File: src/rtl/ocw_defines.svh
// Constants for the on-time crossing weight register block.
// Assumes a 16-bit command register port and one 50 MHz core clock.
// How it works
// (RULE_01) The ratio register keeps a 4-bit winding-ratio code in bits 3:0, code k meaning 1/k and 0 meaning none.
// (RULE_02) Reserved bits 15:4 of the ratio register and bit 7 of the weight register store and read back but steer nothing.
// (RULE_03) A current null inside the valid window shortens the on-time by the weight in bits 15:8.
// (RULE_04) No current null inside the valid window lengthens the on-time by the weight in bits 6:0.
// (RULE_05) The host never writes the shortening weight as zero or 0xFF.
// (RULE_06) The host never writes the lengthening weight as zero or 0x01.
// (RULE_07) On-time moves in 5 ns units and weights are fractions of 256, one event per PWM period.
// (RULE_08) The on-time is latched after it stays inside the hysteresis band for 256 consecutive periods.
// (RULE_09) The adjusted on-time is clamped between the minimum and maximum on-time.
// (RULE_10) A fractional accumulator below the 5 ns unit makes small weights move the on-time slowly.
`ifndef OCW_DEFINES_SVH
`define OCW_DEFINES_SVH
`define OCW_ADDR_RATIO 8'h25
`define OCW_ADDR_WEIGHT 8'h29
`define OCW_RATIO_RESET 16'h0000
`define OCW_WEIGHT_RESET 16'h0810
`define OCW_SHORT_MSB 15
`define OCW_SHORT_LSB 8
`define OCW_LONG_MSB 6
`define OCW_LONG_LSB 0
`define OCW_CODE_MSB 3
`define OCW_FRAC_FULL 9'h100
`define OCW_UNIT_NS 5
`define OCW_SETTLE_PERIODS 9'h100
`endif

File: src/rtl/ocw_pkg.sv
// Types for the on-time crossing weight register block.
// Assumes the constants header is included by the design file.
package ocw_pkg;
    typedef struct packed {
        logic [7:0] shorten;
        logic reserved;
        logic [6:0] lengthen;
    } ocw_weight_s;
    typedef struct packed {
        logic [11:0] reserved;
        logic [3:0] code;
    } ocw_ratio_s;
    typedef enum logic [1:0] {
        OCW_TRACK = 2'b01,
        OCW_LATCHED = 2'b10
    } ocw_state_e;
endpackage

File: src/rtl/ocw_regs.sv
// Ratio and step-weight command registers with the on-time adjust loop they steer.
// Assumes a command port already decoded from the serial host side, on core_clk,
// and loop events (period strobe, window result) from logic on the same clock.
// Weight values are trusted as written; the host keeps them inside their legal ranges.
`timescale 1ns/1ps
`include "ocw_defines.svh"
module ocw_regs #(
    parameter int TON_W = 10
) (
    // Clock and reset
    input wire logic core_clk,
    input wire logic rst_n,
    // Command register port
    input wire logic cmd_wr,
    input wire logic cmd_rd,
    input wire logic [7:0] cmd_addr,
    input wire logic [15:0] cmd_wdata,
    output logic [15:0] cmd_rdata,
    output logic cmd_ack,
    // Loop events, one per PWM period
    input wire logic period_tick,
    input wire logic null_in_window,
    // Loop settings from other registers
    input wire logic [TON_W-1:0] ton_start,
    input wire logic [TON_W-1:0] ton_min,
    input wire logic [TON_W-1:0] ton_max,
    input wire logic [2:0] hyst_band,
    input wire logic latch_enable,
    // Loop results and decoded ratio code
    output logic [TON_W-1:0] ton_now,
    output logic [7:0] ton_frac,
    output logic ton_locked,
    output logic [3:0] ratio_code,
    output logic ratio_valid
);
    logic rst_meta, rst_sync;
    ocw_pkg::ocw_ratio_s ratio;
    ocw_pkg::ocw_weight_s weight;
    ocw_pkg::ocw_state_e state;
    logic [TON_W-1:0] ref_ton;
    logic [8:0] settle_cnt;
    logic seeded; // Set by the first period tick after reset
    // Position width: integer on-time units over an 8-bit fraction
    localparam int POS_W = TON_W + 8;

    // Reset release through two flops; assertion stays asynchronous
    always_ff @(posedge core_clk or negedge rst_n) begin
        if (!rst_n) begin
            rst_meta <= 1'b0;
            rst_sync <= 1'b0;
        end else begin
            rst_meta <= 1'b1;
            rst_sync <= rst_meta;
        end
    end

    // Address decode
    // Unmapped codes read as zero and writes to them fall away
    wire hit_ratio = (cmd_addr == `OCW_ADDR_RATIO);
    wire hit_weight = (cmd_addr == `OCW_ADDR_WEIGHT);
    wire [15:0] rd_mux = hit_ratio ? ratio : (hit_weight ? weight : 16'h0000);

    // Whole words are stored, reserved bits included, so they read back
    always_ff @(posedge core_clk or negedge rst_sync) begin
        if (!rst_sync) begin
            ratio <= `OCW_RATIO_RESET;
            weight <= `OCW_WEIGHT_RESET;
        end else if (cmd_wr && hit_ratio) begin
            ratio <= cmd_wdata; // see (RULE_01) (RULE_02)
        end else if (cmd_wr && hit_weight) begin
            weight <= cmd_wdata; // see (RULE_02)
        end
    end

    // Read answer one cycle after the strobe
    // Data holds between reads so a slow host may still pick it up
    always_ff @(posedge core_clk or negedge rst_sync) begin
        if (!rst_sync) begin
            cmd_rdata <= 16'h0000;
            cmd_ack <= 1'b0;
        end else begin
            cmd_ack <= cmd_wr | cmd_rd;
            if (cmd_rd) begin
                cmd_rdata <= rd_mux;
            end
        end
    end

    // Ratio code: only the low field is used, zero means no ratio
    assign ratio_code = ratio.code; // see (RULE_01)
    assign ratio_valid = (ratio.code != 4'h0); // see (RULE_01)

    // Unsigned step in 1/256 units of 5 ns; host keeps weights legal
    // The first tick after reset starts from the start value, later ones from the last position
    wire [POS_W-1:0] pos_full = seeded ? {ton_now, ton_frac} : {ton_start, 8'h00};
    wire [POS_W-1:0] step_short = {{(POS_W-8){1'b0}}, weight.shorten}; // see (RULE_03) (RULE_05)
    wire [POS_W-1:0] step_long = {{(POS_W-7){1'b0}}, weight.lengthen}; // see (RULE_04) (RULE_06)
    wire [POS_W:0] sum_long = {1'b0, pos_full} + {1'b0, step_long};
    wire shrink_under = pos_full < step_short;
    // Both directions saturate rather than wrap, so a large weight cannot fold the on-time
    wire [POS_W-1:0] raw_short = shrink_under ? {POS_W{1'b0}} : pos_full - step_short;
    wire [POS_W-1:0] raw_long = sum_long[POS_W] ? {POS_W{1'b1}} : sum_long[POS_W-1:0];
    wire [POS_W-1:0] raw_next = null_in_window ? raw_short : raw_long; // see (RULE_07) (RULE_10)
    // Clamp the integer part, zeroing the fraction at either bound
    wire [TON_W-1:0] raw_int = raw_next[POS_W-1:8];
    wire below = raw_int < ton_min;
    wire above = raw_int > ton_max;
    wire [TON_W-1:0] next_ton = below ? ton_min : (above ? ton_max : raw_int); // see (RULE_09)
    wire [7:0] next_frac = (below || above) ? 8'h00 : raw_next[7:0]; // see (RULE_10)

    // Band check against the on-time seen when settling began
    wire [TON_W-1:0] diff = (next_ton > ref_ton) ? next_ton - ref_ton : ref_ton - next_ton;
    wire in_band = diff <= {{(TON_W-3){1'b0}}, hyst_band};
    wire settled = (settle_cnt == `OCW_SETTLE_PERIODS - 9'h001);

    // Adjust loop: one step per period until latched
    always_ff @(posedge core_clk or negedge rst_sync) begin
        if (!rst_sync) begin
            ton_now <= '0;
            ton_frac <= 8'h00;
            ref_ton <= '0;
            seeded <= 1'b0;
            settle_cnt <= 9'h000;
            state <= ocw_pkg::OCW_TRACK;
        end else begin
            case (state)
                ocw_pkg::OCW_TRACK: begin
                    if (period_tick) begin
                        ton_now <= next_ton; // see (RULE_03) (RULE_04)
                        ton_frac <= next_frac;
                        seeded <= 1'b1;
                        if (!in_band) begin
                            ref_ton <= next_ton;
                            settle_cnt <= 9'h000;
                        end else if (settled && latch_enable) begin
                            state <= ocw_pkg::OCW_LATCHED; // see (RULE_08)
                        end else if (!settled) begin
                            settle_cnt <= settle_cnt + 9'h001;
                        end
                    end
                end
                ocw_pkg::OCW_LATCHED: begin
                    if (!latch_enable) begin
                        state <= ocw_pkg::OCW_TRACK;
                        settle_cnt <= 9'h000;
                        ref_ton <= ton_now;
                    end
                end
                default: begin
                    state <= ocw_pkg::OCW_TRACK;
                end
            endcase
        end
    end

    // Lock flag straight from the state register, so it cannot glitch
    assign ton_locked = (state == ocw_pkg::OCW_LATCHED);

    // Register port checks
    a_ack_follows: assert property (@(posedge core_clk) disable iff (!rst_sync) // see (RULE_02)
        cmd_ack == $past(cmd_wr || cmd_rd))
        else $error("command ack not one cycle after strobe");
    a_ratio_store: assert property (@(posedge core_clk) disable iff (!rst_sync) // see (RULE_01)
        cmd_wr && hit_ratio |=> ratio_code == $past(cmd_wdata[3:0]))
        else $error("ratio code not stored");
    a_ratio_whole: assert property (@(posedge core_clk) disable iff (!rst_sync) // see (RULE_02)
        cmd_wr && hit_ratio |=> ratio == $past(cmd_wdata))
        else $error("ratio word not stored whole");
    a_weight_store: assert property (@(posedge core_clk) disable iff (!rst_sync) // see (RULE_02)
        cmd_wr && hit_weight |=> weight == $past(cmd_wdata))
        else $error("weight word not stored whole");
    a_reserved_back: assert property (@(posedge core_clk) disable iff (!rst_sync) // see (RULE_02)
        cmd_rd && !cmd_wr && hit_weight |=> cmd_rdata[7] == $past(weight.reserved))
        else $error("reserved bit lost");
    a_read_data: assert property (@(posedge core_clk) disable iff (!rst_sync) // see (RULE_01)
        cmd_rd && !cmd_wr && hit_ratio |=> cmd_rdata[3:0] == ratio_code)
        else $error("ratio code read back wrong");
    a_unmapped_zero: assert property (@(posedge core_clk) disable iff (!rst_sync) // see (RULE_02)
        cmd_rd && !cmd_wr && !hit_ratio && !hit_weight |=> cmd_rdata == 16'h0000)
        else $error("unmapped read not zero");

    // Adjust loop checks
    a_clamp_bounds: assert property (@(posedge core_clk) disable iff (!rst_sync) // see (RULE_09)
        period_tick && state == ocw_pkg::OCW_TRACK && ton_min <= ton_max
        |=> ton_now >= $past(ton_min) && ton_now <= $past(ton_max))
        else $error("on-time left clamp range");
    a_short_step: assert property (@(posedge core_clk) disable iff (!rst_sync) // see (RULE_03)
        period_tick && state == ocw_pkg::OCW_TRACK && null_in_window && !below && !above
        && !shrink_under |=> {ton_now, ton_frac} == $past(pos_full) - $past(step_short))
        else $error("shorten step wrong");
    a_long_step: assert property (@(posedge core_clk) disable iff (!rst_sync) // see (RULE_04)
        period_tick && state == ocw_pkg::OCW_TRACK && !null_in_window && !below && !above
        && !sum_long[POS_W] |=> {ton_now, ton_frac} == $past(pos_full) + $past(step_long))
        else $error("lengthen step wrong");
    a_frac_slow: assert property (@(posedge core_clk) disable iff (!rst_sync) // see (RULE_10)
        period_tick && state == ocw_pkg::OCW_TRACK && !null_in_window && !below && !above
        && seeded && ton_frac == 8'h00 && weight.lengthen != 7'h00 |=> ton_now == $past(ton_now))
        else $error("fraction carried too early");
    a_floor_frac: assert property (@(posedge core_clk) disable iff (!rst_sync) // see (RULE_03)
        period_tick && state == ocw_pkg::OCW_TRACK && null_in_window && shrink_under
        |=> ton_frac == 8'h00)
        else $error("underflow left a fraction");

    // Settling and latch checks
    a_latch_hold: assert property (@(posedge core_clk) disable iff (!rst_sync) // see (RULE_08)
        ton_locked && latch_enable |=> ton_locked && $stable(ton_now))
        else $error("latched on-time moved");
    a_latch_frozen: assert property (@(posedge core_clk) disable iff (!rst_sync) // see (RULE_08)
        ton_locked |=> $stable(ton_now) && $stable(ton_frac))
        else $error("tick moved a latched on-time");
    a_unlatch_drop: assert property (@(posedge core_clk) disable iff (!rst_sync) // see (RULE_08)
        ton_locked && !latch_enable |=> !ton_locked)
        else $error("latch kept without enable");
    a_band_restart: assert property (@(posedge core_clk) disable iff (!rst_sync) // see (RULE_08)
        period_tick && state == ocw_pkg::OCW_TRACK && !in_band |=> settle_cnt == 9'h000)
        else $error("settle count kept after leaving band");
    a_ticks_counted: assert property (@(posedge core_clk) disable iff (!rst_sync) // see (RULE_08)
        period_tick && state == ocw_pkg::OCW_TRACK && in_band && !settled
        |=> settle_cnt == $past(settle_cnt) + 9'h001)
        else $error("in-band tick not counted");
    a_lock_enable: assert property (@(posedge core_clk) disable iff (!rst_sync) // see (RULE_08)
        $rose(ton_locked) |-> $past(latch_enable))
        else $error("latched without enable");
    a_settle_need: assert property (@(posedge core_clk) disable iff (!rst_sync) // see (RULE_08)
        $rose(ton_locked) |-> $past(settle_cnt) == `OCW_SETTLE_PERIODS - 9'h001)
        else $error("latched before settling");
endmodule

File: config.mk
export PLATFORM = sky130hd
export DESIGN_NAME = ocw_regs
export DESIGN_NICKNAME = d
export VERILOG_FILES = /design/src/rtl/ocw_pkg.sv /design/src/rtl/ocw_regs.sv
export VERILOG_INCLUDE_DIRS = /design/src /design/src/rtl
export SDC_FILE = /design/constraint.sdc
export NUM_CORES = 1
export LEC_CHECK = 0
export BUFFER_PORTS_ARGS = -buffer_cell sky130_fd_sc_hd__clkbuf_2
export CAP_MARGIN = 10
export CORE_UTILIZATION = 40
export CTS_BUF_LIST = sky130_fd_sc_hd__clkbuf_4 sky130_fd_sc_hd__clkbuf_8
export DETAILED_ROUTE_END_ITERATION = 10
export GPL_TIMING_DRIVEN = 0
export PLACE_DENSITY_LB_ADDON = 0.05
export SETUP_SLACK_MARGIN = 0.2
export SYNTH_ARGS = -nofsm -noshare
export SYNTH_HDL_FRONTEND = slang
export SYNTH_SLANG_ARGS = --single-unit
File: constraint.sdc
create_clock -name core_clk -period 2.55 [get_ports core_clk]
set_clock_uncertainty 0.05 [all_clocks]
set_input_delay 0.51 -clock core_clk [delete_from_list [all_inputs] [get_ports core_clk]]
set_output_delay 0.51 -clock core_clk [all_outputs]
set_load 0.005 [all_outputs]
==> impl_results.md <==
- Status: complete, but fails checks
- Failing checks: negative setup slack
- Hold Crit Depth: 2
- First-pass GRT wire length: slightly below 40000 um
- Clk sinks: 91
- Fin crit period: approximately 8.4 ns
- Peak supply drop: 754 uV
- IO Pins: approximately 110
- Root Buffer: clkbuf_8
- Synth Area in Compound Gates: 0.241
- Syn Nets: around 1000
- Synth warnings: 0
- Largest net degree at the start of global routing: between 50 and 60
- Setup Crit Path Kind: flip-flop to flip-flop
- Clock share of power: 0.080
- Placed cell areas: between 0.008 and 0.009 mm^2
- # fillers: roughly 1.7k
- Die area: around 0.020 mm^2
- Final wirelength: around 25000 um
- Total CTS buffers: 9
- FF+latch count, synth: ~90
- CTS tree: done
- Synth-to-Final Area Change: 36.9%
- Leading area contributor after synthesis: dfrtp_1
- Final ANT Viol Nets: 0
- Initial DRC Count: 365
- FF-to-FF End: settle_cnt[0]
- Multi-input logic area: between 0.005 and 0.006 mm^2
- Initial antenna violation count: 0
- Worst setup SP type: flip-flop
- Reg clk slew, reported paths: 0.11 ns
- Simple-Gate Fraction of Synth Area: 0.165
- Setup WS pre-CTS: -6.89 ns
- Clk buf depth: 2
- CP Max Fanout: 6
- Total negative slack: -169.86 ns
- DRC Markers: 0
- Post-synth top area share: 0.287
- FP Rows: 50
- # diodes: 0
- Register area share after synthesis: 0.297
- Port buffer count: 103
- Worst-Margin Slew: ~0.91 ns
- Post-synthesis async set-or-reset flop share: 1.00
- Max_cap viols: 0
- Power share of the sequential group: 0.162
- Sequential Area: ~0.0023 mm^2
- Comb power frac: 0.758
- Non-Filler Instances: roughly 1.3k
- Count of final setup violators: 39
- Worst-skew pair later-pin latency: a little under 0.4 ns
- Avg Inst Size Synth: 8.78 um^2
- Post-synth EDFFs: 0
- Relative slew slack: 0.375
- Adder-cell area share of the yosys netlist: 0.105
- Switching share of power: 0.477
- Synth cell count leaders: dfrtp_1, inv_1, nand2_1
- Pint: around 6.5 mW
- First-pass iteration count of the detailed router: 5
- Die W: between 100 and 150 um
- Kind of end point of the critical path: flip-flop
- Crit-path most repeated cell: buf_6
- RSZ-0062 raised after global routing: yes
- Top-count cell post-synth: dfrtp_1
- Core area: 0.0188 mm^2
- Startpoint of the worst-slack reg-to-reg timing path: seeded
- Fin crit share: 3.30
- Power per cell area: around 1200 mW/mm^2
- Minimum hold slack: 0.246 ns
- Post-synthesis cell count: roughly 870
- Hold EP: state[0]
- H-tree Lvls: 3
- PnR worst setup slack: -5.86 ns
- Cell variety after synth: 89
- Layout Utilization: 0.560
- Routability cong.: slightly above 0.9
- Largest family of logic cells by synthesized area: compound AO/OA/AOI/OAI gates
- Post-synthesis mux area share: 0.0978
- DR WL/cell: 19.0 um
- CP peak stage delay: about 0.46 ns
- Xor/xnor share of the synthesized area: 0.0295
- Hold Path Class: primary input to flip-flop
- Top cells by area, synth: dfrtp_1, ha_1, mux2_2, o21ai_0, a21oi_1
- Leak Pwr: approximately 4.8 nW
- Finished Cell Area: roughly 0.011 mm^2
- DP Wirelength: roughly 18000 um
- Worst path required time: ~2.8 ns
- Highest Clock Rate: 119 MHz
- Total power: between 10 and 15 mW
- Grt total ovfl: 0
- Net Switching: between 5 and 6 mW
- Total Routing Usage GR: 0.255
- Worst R2R Path Depth: between 40 and 50
- Number of global-route vias before repair: between 7k and 8k
- Slew Limit Fails: 0
- Hold Fails Final Rpt: 0
- Share of cells above drive strength 1: 0.379
- Worst path slowest cell: dfrtp_2
- HP Start: latch_enable
- Vias: 7520
- Reg2Reg Setup Slack: -5.86 ns
- Cell Area, Synth: approximately 0.0077 mm^2
- DIE HEIGHT: approximately 140 um
- Total Nets Final: approximately 1.2k
- Dominant synthesized flop cell: dfrtp_1
- Post-Place Cells: between 1k and 1.5k
- Starting density of the core: 0.409
- Via density: approximately 5.7
- CP Data Arrival Time: 8.64 ns
[power groups by stage]
stage	clock network [mW]	logic, mW	registers, mW
3_3_place_gp	0	6.87	2.06
5_1_grt	1.09	10.2	2.06
2_1_floorplan	0	5.27	1.91
3_5_place_dp	0	6.88	2.04
4_1_cts	1.03	8.74	2.02
6_report	0.999	9.45	2.02
[state kept, by name (all words and copies together), names as in the netlist, 2 cells and up]
register    flops
state           2
ton_now        10
settle_cnt      9
step_long       7
ratio_code      4
ratio          12
step_short      8
ref_ton        10
ton_frac        8
cmd_rdata      16
[worst max-delay path by stage]
stage / startpoint / endpoint
floorplan: seeded / ref_ton[1]
global placement: seeded / ref_ton[6]
detailed placement: seeded / ref_ton[6]
CTS: seeded / ref_ton[6]
global route: seeded / settle_cnt[0]
finish: seeded / settle_cnt[0]
[cells in the final DEF, fill, tap and decap left out, drive strengths merged, types with 20 or more instances in the layout]
master	synthesis	final
buf	18	108
ha	56	56
nor2	58	58
mux2	51	51
clkbuf	29	140
inv	66	71
nor3	20	20
nand2	65	65
a21oi	54	54
dfrtp	88	88
o211ai	25	25
o21ai	63	63
[worst max-delay path: cells and delay by family, from the launching register on]
family | cells | cell delay (ns)
AOI/OAI and AO/OA | 16 | 2.78
buffers and inverters | 15 | 1.90
adders and majority gates | 6 | 1.63
and+or+nand+nor | 7 | 0.79
muxes | 3 | 0.53
DFF | 1 | 0.46
xor gates and xnor gates | 1 | 0.14
[cells by family after synthesis]
logic type      Yosys count
compound gates          265
simple gates            249
buf+inv                 114
flops                    91
mux                      67
fa+ha+maj                62
xor+xnor                 25
other cells               1
[timing repair]
action | in CTS | in global routing
pin swaps | 21 | 35
endpoints found under the setup margin | 59 | 60
gates resized for setup | 124 | 47
hold buffers | 1 | 0
hold endpoints to repair | 2 | 0
setup buffers | 63 | 21
gates cloned | 2 | 2
[metal layers]
layer | vias to the layer above | track usage | wire length, um
met5 | - | 0 | 0
met2 | 206 | 0.425 | 11800
met1 | 3662 | 0.339 | 11500
li1 | 3610 | - | -
met3 | 42 | 0.0376 | 1030
met4 | 0 | 0.0812 | 672
[final cells by class]
| class | count | area share |
|---|---|---|
| well taps | 234 | 0.0279 |
| plain buffers | 47 | 0.0340 |
| multi-input cells | 669 | 0.545 |
| inverters | 67 | 0.0247 |
| clock buffers | 9 | 0.0118 |
| repair buffers | 193 | 0.133 |
| clock inverters | 7 | 0.00643 |
| flip-flops and latches | 91 | 0.218 |
No activity file was read; power rests on OpenSTA's default activity.
